`config.mk`:
```
export PLATFORM = sky130hd
export DESIGN_NAME = sbst_tap
export DESIGN_NICKNAME = d
export VERILOG_FILES = /design/src/sbst_tap.v
export VERILOG_INCLUDE_DIRS = /design/src
export SDC_FILE = /design/constraint.sdc
export NUM_CORES = 1
export LEC_CHECK = 0
export BUFFER_PORTS_ARGS = -buffer_cell sky130_fd_sc_hd__buf_2
export CAP_MARGIN = 20
export CORE_ASPECT_RATIO = 0.9
export CORE_MARGIN = 1.5
export CORE_UTILIZATION = 45
export DETAILED_ROUTE_END_ITERATION = 7
export PLACE_DENSITY_LB_ADDON = 0.1
export SYNTH_ARGS = -nofsm -noshare
export SYNTH_HDL_FRONTEND = slang
export SYNTH_SLANG_ARGS = --single-unit
```
`constraint.sdc`:
```
create_clock -name ref_clk_i -period 2.3 [get_ports ref_clk_i]
set_input_delay 0.23 -clock ref_clk_i [delete_from_list [all_inputs] [get_ports ref_clk_i]]
set_output_delay 0.23 -clock ref_clk_i [all_outputs]
set_load 0.01 [all_outputs]
```
`src/sbst_consts.vh`:
```
// Purpose: constants for the sram boundary-scan test port
// Assumes: included by sbst_tap.v only
// Notes: instruction codes other than the all-zero one are a local choice
`ifndef SBST_CONSTS_VH
`define SBST_CONSTS_VH
`define SBST_IR_W 3
`define SBST_IR_CAP_LSB 2'h1
`define SBST_INS_EXTEST 3'h0
`define SBST_INS_IDCODE 3'h1
`define SBST_INS_SAMPLEZ 3'h2
`define SBST_INS_SAMPLE 3'h4
`define SBST_INS_BYPASS 3'h7
`define SBST_BSR_X36 70
`define SBST_BSR_X18 51
`define SBST_ID_W 32
`define SBST_RST_ONES 5
`define SBST_N_PIN 3
`define SBST_PIN_TCK 0
`define SBST_PIN_TMS 1
`define SBST_PIN_TDI 2
`define SBST_PIN_IDLE 3'h6
`define SBST_ST_TLR 4'h0
`define SBST_ST_RTI 4'h1
`define SBST_ST_SDR 4'h2
`define SBST_ST_CDR 4'h3
`define SBST_ST_SHDR 4'h4
`define SBST_ST_E1DR 4'h5
`define SBST_ST_PDR 4'h6
`define SBST_ST_E2DR 4'h7
`define SBST_ST_UDR 4'h8
`define SBST_ST_SIR 4'h9
`define SBST_ST_CIR 4'hA
`define SBST_ST_SHIR 4'hB
`define SBST_ST_E1IR 4'hC
`define SBST_ST_PIR 4'hD
`define SBST_ST_E2IR 4'hE
`define SBST_ST_UIR 4'hF
`endif

```
`src/sbst_tap.v`:
```
// Purpose: boundary-scan test access port of a pipelined sram
// Assumes: test clock far slower than ref_clk_i, sampled as a plain input
// Notes: pull-ups live in the pad ring; the shift path is serial only
// Operation
// - sample test inputs at test-clock rise, change serial output at its fall
// - mode select sampled each rising edge; pulled high when open
// - serial input enters msb of selected register; pulled high when open
// - serial output shows lsb of selected register
// - serial output enable follows controller state
// - one register between input and output, picked by instruction
// - five rising edges with mode select high reach test-logic reset
// - controller reset never disturbs memory operation
// - power-up self reset leaves serial output high impedance
// - instruction register is three bits, shifted when selected
// - reset loads the identification instruction
// - instruction capture loads 01 into the two low bits
// - one-bit bypass register loaded with zero on capture
// - 32-bit hardwired id captured then shifted out
// - boundary register 70 bits for x36, 51 for x18
// - all-zero instruction samples only and floats memory outputs
`timescale 1ns/1ps
`include "sbst_consts.vh"
module sbst_tap #(
  parameter WIDE36 = 1,
  parameter BSR_W = WIDE36 ? `SBST_BSR_X36 : `SBST_BSR_X18,
  parameter [31:0] ID_CODE = 32'h0000_0001 // arbitrary value
) (
  input wire ref_clk_i,
  input wire srst_i,
  input wire tck_i,
  input wire tms_i,
  input wire tdi_i,
  input wire [BSR_W-1:0] pin_ring_i,
  output reg tdo_o,
  output reg tdo_oe_o,
  output reg mem_hiz_o,
  output reg [3:0] tap_state_o
);
  wire [`SBST_N_PIN-1:0] pin_raw;
  wire [`SBST_N_PIN-1:0] pin_idle;
  wire [`SBST_N_PIN-1:0] pin_next;
  wire [`SBST_N_PIN-1:0] pin_lvl;
  wire tck_rise;
  wire tck_fall;
  wire tms;
  wire tdi;
  reg [3:0] st_ff;
  reg [3:0] nxt_st;
  reg [`SBST_IR_W-1:0] ir_sh_ff;
  reg [`SBST_IR_W-1:0] ir_ff;
  reg [`SBST_ID_W-1:0] id_ff;
  reg [BSR_W-1:0] bsr_ff;
  reg byp_ff;
  reg sel_lsb;
  wire ir_path;
  wire dr_path;
  wire in_tlr;
  wire sel_id;
  wire sel_bsr;

  // idle levels match the pad pulls and a parked test clock
  assign pin_raw = {tdi_i, tms_i, tck_i};
  assign pin_idle = `SBST_PIN_IDLE;

  // three sync flops plus a level flop per pin; a new level counts once stages two and three agree
  genvar gi;
  generate
    for (gi = 0; gi < `SBST_N_PIN; gi = gi + 1) begin : g_pin_sync
      reg [2:0] sync_ff;
      reg lvl_ff;
      always @(posedge ref_clk_i) begin
        if (srst_i) begin
          sync_ff <= {3{pin_idle[gi]}};
          lvl_ff <= pin_idle[gi];
        end else begin
          sync_ff <= {sync_ff[1:0], pin_raw[gi]};
          lvl_ff <= pin_next[gi];
        end
      end
      // a one-stage glitch on a slow edge never counts as a level change
      assign pin_next[gi] = (sync_ff[1] == sync_ff[2]) ? sync_ff[2] : lvl_ff;
      assign pin_lvl[gi] = lvl_ff;
    end
  endgenerate

  assign tck_rise = pin_next[`SBST_PIN_TCK] && !pin_lvl[`SBST_PIN_TCK];
  assign tck_fall = !pin_next[`SBST_PIN_TCK] && pin_lvl[`SBST_PIN_TCK];
  assign tms = pin_next[`SBST_PIN_TMS];
  assign tdi = pin_next[`SBST_PIN_TDI];
  assign ir_path = (st_ff == `SBST_ST_SHIR);
  assign dr_path = (st_ff == `SBST_ST_SHDR);
  assign in_tlr = (st_ff == `SBST_ST_TLR);
  assign sel_id = (ir_ff == `SBST_INS_IDCODE);
  assign sel_bsr = (ir_ff == `SBST_INS_EXTEST) || (ir_ff == `SBST_INS_SAMPLEZ) || (ir_ff == `SBST_INS_SAMPLE);

  // sixteen-state controller; five ones from anywhere land in reset
  always @* begin
    case (st_ff)
      `SBST_ST_TLR: nxt_st = tms ? `SBST_ST_TLR : `SBST_ST_RTI;
      `SBST_ST_RTI: nxt_st = tms ? `SBST_ST_SDR : `SBST_ST_RTI;
      `SBST_ST_SDR: nxt_st = tms ? `SBST_ST_SIR : `SBST_ST_CDR;
      `SBST_ST_CDR: nxt_st = tms ? `SBST_ST_E1DR : `SBST_ST_SHDR;
      `SBST_ST_SHDR: nxt_st = tms ? `SBST_ST_E1DR : `SBST_ST_SHDR;
      `SBST_ST_E1DR: nxt_st = tms ? `SBST_ST_UDR : `SBST_ST_PDR;
      `SBST_ST_PDR: nxt_st = tms ? `SBST_ST_E2DR : `SBST_ST_PDR;
      `SBST_ST_E2DR: nxt_st = tms ? `SBST_ST_UDR : `SBST_ST_SHDR;
      `SBST_ST_UDR: nxt_st = tms ? `SBST_ST_SDR : `SBST_ST_RTI;
      `SBST_ST_SIR: nxt_st = tms ? `SBST_ST_TLR : `SBST_ST_CIR;
      `SBST_ST_CIR: nxt_st = tms ? `SBST_ST_E1IR : `SBST_ST_SHIR;
      `SBST_ST_SHIR: nxt_st = tms ? `SBST_ST_E1IR : `SBST_ST_SHIR;
      `SBST_ST_E1IR: nxt_st = tms ? `SBST_ST_UIR : `SBST_ST_PIR;
      `SBST_ST_PIR: nxt_st = tms ? `SBST_ST_E2IR : `SBST_ST_PIR;
      `SBST_ST_E2IR: nxt_st = tms ? `SBST_ST_UIR : `SBST_ST_SHIR;
      `SBST_ST_UIR: nxt_st = tms ? `SBST_ST_SDR : `SBST_ST_RTI;
      default: nxt_st = `SBST_ST_TLR;
    endcase
  end

  // selected register's lsb, one path at a time; reserved codes act as bypass
  always @* begin
    sel_lsb = byp_ff;
    if (ir_path) begin
      sel_lsb = ir_sh_ff[0];
    end else if (sel_id) begin
      sel_lsb = id_ff[0];
    end else if (sel_bsr) begin
      sel_lsb = bsr_ff[0];
    end
  end

  // srst_i stands in for power-up; the tap has no reset of its own
  always @(posedge ref_clk_i) begin
    if (srst_i) begin
      st_ff <= `SBST_ST_TLR;
    end else if (tck_rise) begin
      st_ff <= nxt_st;
    end
  end

  // reset state forces the id instruction on every clock it is held
  always @(posedge ref_clk_i) begin
    if (srst_i) begin
      ir_ff <= `SBST_INS_IDCODE;
      ir_sh_ff <= `SBST_INS_IDCODE;
    end else if (in_tlr) begin
      ir_ff <= `SBST_INS_IDCODE;
    end else if (tck_rise) begin
      case (st_ff)
        `SBST_ST_CIR: begin
          ir_sh_ff <= {ir_ff[`SBST_IR_W-1], `SBST_IR_CAP_LSB};
        end
        `SBST_ST_SHIR: begin
          ir_sh_ff <= {tdi, ir_sh_ff[`SBST_IR_W-1:1]};
        end
        `SBST_ST_UIR: begin
          ir_ff <= ir_sh_ff;
        end
        default: begin
        end
      endcase
    end
  end

  // one-bit bypass, also the path of every reserved code
  always @(posedge ref_clk_i) begin
    if (srst_i) begin
      byp_ff <= 1'b0;
    end else if (tck_rise) begin
      if (st_ff == `SBST_ST_CDR) begin
        byp_ff <= 1'b0;
      end else if (dr_path && !sel_id && !sel_bsr) begin
        byp_ff <= tdi;
      end
    end
  end

  // hardwired id word, captured then shifted lsb first
  always @(posedge ref_clk_i) begin
    if (srst_i) begin
      id_ff <= {`SBST_ID_W{1'b0}};
    end else if (tck_rise && sel_id) begin
      if (st_ff == `SBST_ST_CDR) begin
        id_ff <= ID_CODE;
      end else if (dr_path) begin
        id_ff <= {tdi, id_ff[`SBST_ID_W-1:1]};
      end
    end
  end

  // capture only; no preload, so update leaves the ring alone
  always @(posedge ref_clk_i) begin
    if (srst_i) begin
      bsr_ff <= {BSR_W{1'b0}};
    end else if (tck_rise && sel_bsr) begin
      if (st_ff == `SBST_ST_CDR) begin
        bsr_ff <= pin_ring_i;
      end else if (dr_path) begin
        bsr_ff <= {tdi, bsr_ff[BSR_W-1:1]};
      end
    end
  end

  // tdo shows the lsb left by the last rise; moves only at a seen fall
  always @(posedge ref_clk_i) begin
    if (srst_i) begin
      tdo_o <= 1'b0;
      tdo_oe_o <= 1'b0;
    end else if (tck_fall) begin
      tdo_o <= sel_lsb;
      tdo_oe_o <= ir_path || dr_path;
    end
  end

  // memory path untouched by any tap state, only the float request
  always @(posedge ref_clk_i) begin
    if (srst_i) begin
      mem_hiz_o <= 1'b0;
      tap_state_o <= `SBST_ST_TLR;
    end else begin
      tap_state_o <= st_ff;
      mem_hiz_o <= (ir_ff == `SBST_INS_EXTEST) || (ir_ff == `SBST_INS_SAMPLEZ);
    end
  end
endmodule // sbst_tap

```
==> impl_metrics.json, run 1 <==
{
  "yosysMostFrequentCell": "nand2_1",
  "vias": 4790,
  "die_x_um": 119,
  "leakage_nw": 2.10,
  "cts_inserted_buffers": 17,
  "relSlewSlack": 0.675,
  "synth_cells": 684,
  "path_buf_inv": 1,
  "cts_htree_levels": 4,
  "final_layout_size_suffix_gt1_frac": 0.187,
  "synthArstFlopShare": 0,
  "critPathKind": "register to register",
  "clock.fmax_ghz": 0.460,
  "grt_max_degree": 100,
  "cpMaxStageDelayCell": "a2111oi_4",
  "dr.max_layer_used": "met4",
  "cts_hold_buf": 0,
  "top_level_ports": 82,
  "yosysUniqueCellTypes": 48,
  "cp.depth": 5,
  "place_inst": 879,
  "end_kind": "register",
  "ant_nets": 0,
  "avgViaCountPerCell": 5.28,
  "setup_viol": 0,
  "synthTopCellsByArea": "dfxtp_1 48%, nand2_1 12%, a311oi_1 11%, nor2_1 5.7%, a21oi_1 3.7%",
  "cts.sinks": 132,
  "synth_top_area_frac": 0.481,
  "timing.rr.end": "bsr_ff[28]",
  "synth_largest_area_cell": "dfxtp_1",
  "fp-row-count": 38,
  "hold_class": "primary input to register",
  "antenna_found_initial": 0,
  "cp_max_fo": 28,
  "wire_per_inst_um": 13.3,
  "hpwl_um": 7430,
  "period_share": 0.946,
  "core_mm2": 0.0120,
  "drtIter0Drc": 266,
  "outcome": "completed",
  "cp_cell_sequence": "or3b_4 > a2111oi_4 > buf_4 > nor2_1 > a311oi_1",
  "drc": 0,
  "nets": 813,
  "num_antenna_cells": 0,
  "post_cts_resize_count": 0,
  "wl_met1_um": 5580,
  "synth-seq-area-share": 0.481,
  "grtUsageTotal": 0.193,
  "cp.arrival_ns": 2.48,
  "cap_violations": 0,
  "start_kind": "register",
  "r2r_cells": 5,
  "first_global_vias": 4362,
  "cts_tree": "yes",
  "met3_wirelength_um": 616,
  "drt_wl_total_um": 12100,
  "synth_edf_count": 0,
  "p_per_area_mw_per_mm2": 731,
  "cts_buffer_depth": 2,
  "grt_pass1_wl_um": 20000,
  "clkTransAtPathRegs_ns": 0.05,
  "ys_seq_elements": 132,
  "portBuffers": 81,
  "start_util": 0.458,
  "setup-tns-final_ns": 0,
  "critPathTopFamily": "compound AO/OA/AOI/OAI gates",
  "syn_nets": 759,
  "irDropWorstVdd_uv": 440,
  "grt_overflow": 0,
  "synth_common_cells": "180 x nand2_1, 132 x dfxtp_1, 83 x nor2_1",
  "die-area_mm2": 0.0129,
  "cts_root_buffer": "clkbuf_16",
  "utilization": 0.551,
  "dr_wl_met2_um": 5710,
  "die_y_um": 108,
  "crit_end": "bsr_ff[28]",
  "maxSlewViolCount": 0,
  "synth_area_mm2": 0.00549,
  "crit_start": "st_ff[1]",
  "worst_slew_pin_slew_ns": 0.487,
  "hold_depth": 2,
  "insertion_delay_ns": 0.41,
  "r2r-start": "st_ff[1]",
  "ys.flop_type": "dfxtp_1",
  "fin_skew_ns": 0.00501,
  "rsz0062_at_grt": "false",
  "critPathMaxStageDelay_ns": 0.55,
  "final_cells": 907,
  "syn_to_final_growth_pct": 20.2,
  "synth_warnings": 0,
  "drt_pass1_iterations": 4,
  "fin_crit_ns": 2.17,
  "r2r_slack_ns": 0.13,
  "synth_area_per_cell_um2": 8.02,
  "cts_setup_buffers": 0,
  "required_ns": 2.61,
  "routabilityCongestion": 0.744,
  "hold_violations": 0
}
## layer usage
metal,vias up,global-route usage
li1,2482,-
met1,2208,0.240
met2,90,0.316
met3,10,0.0673
met4,0,0.0646
met5,-,0
## worst reg2reg max path, stage by stage (launching register included)
cell and delay, ns:
dfxtp_1 0.35, or3b_4 0.43, a2111oi_4 0.55, buf_4 0.37, nor2_1 0.08, a311oi_1 0.29
## registers in the layout, indices dropped and copies added, names as in the netlist
| register | flops |
|---|---|
| g_pin_sync.sync_ff | 9 |
| ir_ff | 3 |
| bsr_ff | 70 |
| mem_hiz_o | 1 |
| byp_ff | 1 |
| id_ff | 32 |
| tdo_o | 1 |
| ir_sh_ff | 3 |
| tap_state_o | 4 |
| tdo_oe_o | 1 |
| st_ff | 4 |
| g_pin_sync.lvl_ff | 3 |
## cell families after synthesis
| family | after synthesis | synth area share |
|---|---|---|
| buffers and inverters | 68 | 0.0522 |
| AO/OA/AOI/OAI | 141 | 0.193 |
| XOR/XNOR | 1 | 0.00160 |
| flip-flops | 132 | 0.481 |
| AND/OR/NAND/NOR | 335 | 0.259 |
| adder cells (fa/ha/maj) | 4 | 0.00729 |
| multiplexers | 3 | 0.00570 |
## per-stage QoR
stage / power [mW] / hold WS (ns) / setup WS (ns) / area, µm²
after floorplan: 2.39 / 0.313 / 0.349 / 5490
after global placement: 2.47 / 0.398 / 0.258 / 6080
after detailed placement: 2.47 / 0.396 / 0.162 / 6080
after CTS: 4.88 / 0.000132 / 0.120 / 6600
after global routing: 5.00 / 0.00743 / 0.0369 / 6600
final: 4.82 / 0.0123 / 0.125 / 6600
## placed cells by master, fill, tap and decap left out, types with 2 or more instances in the layout
| master | synthesis | final |
|---|---|---|
| dfxtp_1 | 132 | 132 |
| a31oi_1 | 2 | 2 |
| nand3_1 | 34 | 34 |
| a311oi_1 | 71 | 71 |
| mux2i_1 | 2 | 2 |
| buf_4 | 3 | 12 |
| a2111oi_4 | 1 | 2 |
| nand3b_1 | 4 | 4 |
| a21o_1 | 3 | 3 |
| maj3_1 | 4 | 4 |
| a211oi_1 | 3 | 3 |
| buf_12 | 0 | 6 |
| clkbuf_16 | 0 | 17 |
| clkbuf_1 | 41 | 2 |
| nor2_1 | 83 | 83 |
| buf_2 | 16 | 80 |
| nor2b_1 | 6 | 6 |
| o21ai_0 | 9 | 9 |
| nand4_1 | 2 | 2 |
| or2_2 | 8 | 8 |
| nand2_1 | 180 | 180 |
| a21oi_1 | 41 | 41 |
| nor3b_1 | 2 | 2 |
| nor3_1 | 6 | 6 |
| clkbuf_8 | 0 | 2 |
| clkinv_2 | 0 | 6 |
| inv_1 | 4 | 4 |
## cell type report
| cell class | instances | area [µm²] |
|---|---|---|
| Multi-Input combinational cell | 484 | 2600 |
| Timing Repair Buffer | 98 | 611 |
| Inverter | 5 | 18.8 |
| Clock buffer | 21 | 460 |
| Clock inverter | 7 | 60.1 |
| Tap cell | 160 | 200 |
| Fill cell | 1146 | 5390 |
| Sequential cell | 132 | 2640 |
## where the power goes
group          internal (mW)  leakage, nW  total, mW  switching [mW]
clock network           1.50        0.264       2.41           0.904
logic                 0.0583        0.776      0.119          0.0602
registers               2.30         1.06       2.30         0.00321
total                   3.86         2.10       4.82           0.968
## worst min-delay path by stage
stage                                    end                      from  slack (ns)
detailed placement  g_pin_sync[2].sync_ff[1]  g_pin_sync[2].sync_ff[0]        0.40
finish              g_pin_sync[1].sync_ff[0]                     tms_i        0.01
floorplan                     tap_state_o[1]                    srst_i        0.31
CTS                 g_pin_sync[1].sync_ff[0]                     tms_i      0.0001
global route        g_pin_sync[1].sync_ff[0]                     tms_i       0.007
global placement    g_pin_sync[2].sync_ff[1]  g_pin_sync[2].sync_ff[0]        0.40
(Power assumes the default switching activity.)
==> inputs of run 2 (changes only) <==
--- a/config.mk
+++ b/config.mk
@@ -13,6 +13,7 @@
 export CORE_UTILIZATION = 45
 export DETAILED_ROUTE_END_ITERATION = 7
 export PLACE_DENSITY_LB_ADDON = 0.1
+export SETUP_SLACK_MARGIN = 0.15
 export SYNTH_ARGS = -nofsm -noshare
 export SYNTH_HDL_FRONTEND = slang
 export SYNTH_SLANG_ARGS = --single-unit
==> impl_metrics.json, run 2 (synthesis gave the netlist of run 1 again) <==
{
  "outcome": "completed",
  "first_global_vias": 4362,
  "end_kind": "register",
  "cp_max_fo": 58,
  "cts_inserted_buffers": 17,
  "rsz0062_at_grt": "false",
  "clock.fmax_ghz": 0.511,
  "dpl_worst_slack_ns": 0.162,
  "setup_viol": 0,
  "ant_nets": 0,
  "cap_violations": 0,
  "multi_input_area_mm2": 0.00261,
  "largest_register_ffs": 70,
  "worst_slew_pin_slew_ns": 0.488,
  "avgViaCountPerCell": 5.29,
  "cts.sinks": 132,
  "grtUsageMet1": 0.240,
  "regMostFlops": "bsr_ff",
  "final_cells": 910,
  "hold_violations": 0,
  "required_ns": 2.61,
  "grtUsageTotal": 0.193,
  "drtIter0Drc": 255,
  "use_met2": 0.316,
  "cts_tree": "yes",
  "antenna_found_initial": 0,
  "busiest_layer": "met2",
  "seqCellArea_mm2": 0.00264,
  "core_mm2": 0.0120,
  "vias": 4810,
  "largestRegisters": "bsr_ff (70), id_ff (32), g_pin_sync.sync_ff (9)",
  "setup-tns-final_ns": 0,
  "setup_ws_ns": 0.342,
  "insertion_delay_ns": 0.41,
  "drc": 0,
  "routabilityCongestion": 0.744,
  "drt_pass1_iterations": 4,
  "layout_common_cells": "180 x nand2_1, 132 x dfxtp_1, 83 x nor2_1",
  "period_share": 0.851,
  "p_per_area_mw_per_mm2": 728,
  "start_kind": "register",
  "hold_class": "primary input to register",
  "final_layout_size_suffix_gt1_frac": 0.192,
  "leakage_nw": 2.12,
  "die-area_mm2": 0.0129,
  "drt_wl_total_um": 12000,
  "wire_per_inst_um": 13.2,
  "grt_overflow": 0,
  "critPathKind": "register to register",
  "fin_skew_ns": 0.00505,
  "die_x_um": 119,
  "nets": 816,
  "top_level_ports": 82,
  "p_total_mw": 4.82,
  "hpwl_um": 7430,
  "maxSlewViolCount": 0,
  "num_antenna_cells": 0,
  "grt_pass1_wl_um": 20000,
  "cts_htree_levels": 4,
  "cts_buffer_depth": 2,
  "portBuffers": 81,
  "die_y_um": 108,
  "irDropWorstVdd_uv": 436,
  "clkTransAtPathRegs_ns": 0.05,
  "cp.arrival_ns": 2.27,
  "nFillCells": 1139,
  "gr-usage-met3": 0.0673,
  "relSlewSlack": 0.675,
  "fp-row-count": 38,
  "mostFrequentLayoutCell": "nand2_1",
  "grt_max_degree": 100,
  "fin_crit_ns": 1.96,
  "utilization": 0.553,
  "cts_root_buffer": "clkbuf_16",
  "syn_to_final_growth_pct": 20.8,
  "place_inst": 879,
  "start_util": 0.458
}
==> run 2: final cells by class <==
type / instances / area share
Sequential cell: 132 / 0.399
Clock inverter: 7 / 0.00906
Tap cell: 160 / 0.0302
Clock buffer: 21 / 0.0695
Inverter: 5 / 0.00283
Multi-Input combinational cell: 484 / 0.394
Timing Repair Buffer: 101 / 0.0961
==> run 2: power breakdown <==
| group | total [mW] | leakage, nW | internal (mW) | switching [mW] |
|---|---|---|---|---|
| logic | 0.119 | 0.793 | 0.0584 | 0.0601 |
| clock network | 2.41 | 0.264 | 1.50 | 0.904 |
| registers | 2.30 | 1.06 | 2.30 | 0.00320 |
| total | 4.82 | 2.12 | 3.86 | 0.968 |
==> run 2: layer usage <==
metal | share of wire | wire, µm
met1 | 0.47 | 5660
met2 | 0.48 | 5770
met3 | 0.040 | 480
met4 | 0.010 | 125
met5 | 0 | 0
==> run 2: final timing paths <==
kind / start / endpoint / slack (ns) / cells after the start
setup reg to reg: st_ff[1] / bsr_ff[44] / 0.34 / 6
hold reg to reg: g_pin_sync[2].sync_ff[0] / g_pin_sync[2].sync_ff[1] / 0.41 / 1
hold / removal: tms_i / g_pin_sync[1].sync_ff[0] / 0.01 / 2
setup / recovery: st_ff[1] / bsr_ff[44] / 0.34 / 6
==> run 2: what timing repair did <==
action | in CTS | in global routing
hold buffers | 0 | 0
endpoints found under the setup margin | 2 | 53
setup buffers | 0 | 3
pin swaps | 0 | 1
gates resized for setup | 1 | 1
==> run 2: through the flow <==
stage / instance area [µm²] / hold slack (ns)
4_1_cts: 6600 / 0.000132
3_5_place_dp: 6080 / 0.396
3_3_place_gp: 6080 / 0.398
2_1_floorplan: 5490 / 0.313
6_report: 6630 / 0.0144
5_1_grt: 6630 / 0.00743
==> run 2: critical path, stage by stage, from the launching register on <==
cell and delay [ns]:
dfxtp_1 0.35, or3b_4 0.43, a2111oi_4 0.32, buf_4 0.18, buf_12 0.22, nor2_1 0.08
a311oi_2 0.27
==> inputs of run 3 (changes only) <==
--- a/config.mk
+++ b/config.mk
@@ -12,8 +12,9 @@
 export CORE_MARGIN = 1.5
 export CORE_UTILIZATION = 45
 export DETAILED_ROUTE_END_ITERATION = 7
-export PLACE_DENSITY_LB_ADDON = 0.1
-export SETUP_SLACK_MARGIN = 0.15
+export PLACE_DENSITY = 0.62
+export SETUP_SLACK_MARGIN = 0.05
+export SLEW_MARGIN = 40
 export SYNTH_ARGS = -nofsm -noshare
 export SYNTH_HDL_FRONTEND = slang
 export SYNTH_SLANG_ARGS = --single-unit
==> impl_metrics.json, run 3 (synthesis gave the netlist of run 1 again) <==
{
  "cp_max_fo": 63,
  "drtIter0Drc": 396,
  "drt_wl_total_um": 11900,
  "mostFrequentLayoutCell": "nand2_1",
  "vias": 4863,
  "hold_depth": 2,
  "syn_to_final_growth_pct": 22.1,
  "min_from": "tck_i",
  "cap_violations": 0,
  "fin_skew_ns": 0.00462,
  "regMostFlops": "bsr_ff",
  "hpwl_um": 7300,
  "timing.rr.end": "bsr_ff[43]",
  "routabilityCongestion": 0.808,
  "setup_viol": 0,
  "fp-row-count": 38,
  "nets": 814,
  "top_level_ports": 82,
  "clock.fmax_ghz": 0.487,
  "drt_pass1_iterations": 4,
  "cts_tree": "yes",
  "critPathKind": "register to register",
  "cts_setup_buffers": 0,
  "relSlewSlack": 0.576,
  "utilization": 0.559,
  "drc": 0,
  "r2r_slack_ns": 0.25,
  "irDropWorstVdd_uv": 593,
  "cts_inserted_buffers": 17,
  "grtUsageTotal": 0.192,
  "required_ns": 2.62,
  "num_antenna_cells": 0,
  "die_x_um": 119,
  "p_per_area_mw_per_mm2": 764,
  "largest_register_ffs": 70,
  "core_mm2": 0.0120,
  "fin_crit_ns": 2.05,
  "die_y_um": 108,
  "hold_class": "primary input to register",
  "start_util": 0.458,
  "insertion_delay_ns": 0.42,
  "hold_end": "g_pin_sync[0].sync_ff[0]",
  "ant_nets": 0,
  "portBuffers": 81,
  "grt_overflow": 0,
  "p_total_mw": 5.12,
  "cts_buffer_depth": 2,
  "final_layout_size_suffix_gt1_frac": 0.191,
  "setup-tns-final_ns": 0,
  "worst_slew_pin_slew_ns": 0.635,
  "maxSlewViolCount": 0,
  "layout_common_cells": "180 x nand2_1, 131 x dfxtp_1, 83 x nor2_1",
  "r2r-start": "st_ff[2]",
  "start_kind": "register",
  "r2r_cells": 6,
  "cp.arrival_ns": 2.37,
  "die-area_mm2": 0.0129,
  "avgViaCountPerCell": 5.33,
  "hold_violations": 0,
  "outcome": "completed",
  "cts_htree_levels": 4,
  "wire_per_inst_um": 13.0,
  "largestRegisters": "bsr_ff (70), id_ff (32), g_pin_sync.sync_ff (9)",
  "rsz0062_at_grt": "false",
  "grt_pass1_wl_um": 19900,
  "antenna_found_initial": 0,
  "cts_root_buffer": "clkbuf_16",
  "leakage_nw": 2.14,
  "grt_max_degree": 100,
  "period_share": 0.892,
  "clkTransAtPathRegs_ns": 0.06,
  "cts.sinks": 132,
  "end_kind": "register",
  "first_global_vias": 4384
}
## run 3: metal layers
layer,wire [µm],up-vias,part of all wire,global-route usage
li1,-,2493,-,-
met1,5530,2261,0.46,0.237
met2,5630,92,0.47,0.309
met3,508,17,0.043,0.0551
met4,228,0,0.019,0.0952
met5,0,-,0,0
## run 3: critical path, stage by stage (launching register included)
cell and delay [ns]:
dfxtp_2 0.37, or3b_4 0.43, a2111oi_4 0.41, buf_12 0.17, buf_16 0.23, nor2_1 0.07
a311oi_1 0.26
## run 3: power by group
group          leakage [nW]  internal [mW]  switching [mW]
logic                 0.783         0.0581          0.0595
clock network         0.296           1.74           0.959
registers              1.07           2.29         0.00301
## run 3: timing repair
item / 4_1_cts / 5_1_grt
gates resized for setup: 0 / 2
setup endpoints to repair: 0 / 3
hold buffers: 2 / 0
endpoints found under the hold margin: 2 / 0
## run 3: how the worst max path moves through the flow
| stage | start | to | slack (ns) | cells after the start |
|---|---|---|---|---|
| after floorplan | st_ff[2] | bsr_ff[22] | 0.35 | 7 |
| after CTS | st_ff[2] | bsr_ff[27] | 0.19 | 6 |
| final | st_ff[2] | bsr_ff[43] | 0.25 | 6 |
| after global placement | st_ff[2] | bsr_ff[61] | 0.28 | 6 |
| after detailed placement | st_ff[2] | bsr_ff[17] | 0.21 | 6 |
| after global routing | st_ff[2] | bsr_ff[33] | 0.12 | 6 |
## run 3: layout make-up
class / instances / area [µm²]
Inverter: 5 / 18.8
Fill cell: 1126 / 5280
Tap cell: 160 / 200
Clock buffer: 21 / 460
Multi-Input combinational cell: 484 / 2600
Clock inverter: 11 / 133
Sequential cell: 132 / 2640
Timing Repair Buffer: 99 / 643
## run 3: stage by stage
step	setup WS, ns	cells	instance area, µm²	hold WS [ns]
2_1_floorplan	0.349	684	5490	0.313
3_3_place_gp	0.284	878	6080	0.393
3_5_place_dp	0.206	878	6080	0.394
4_1_cts	0.189	912	6690	0.0174
5_1_grt	0.122	912	6700	0.0551
6_report	0.248	912	6700	0.0304
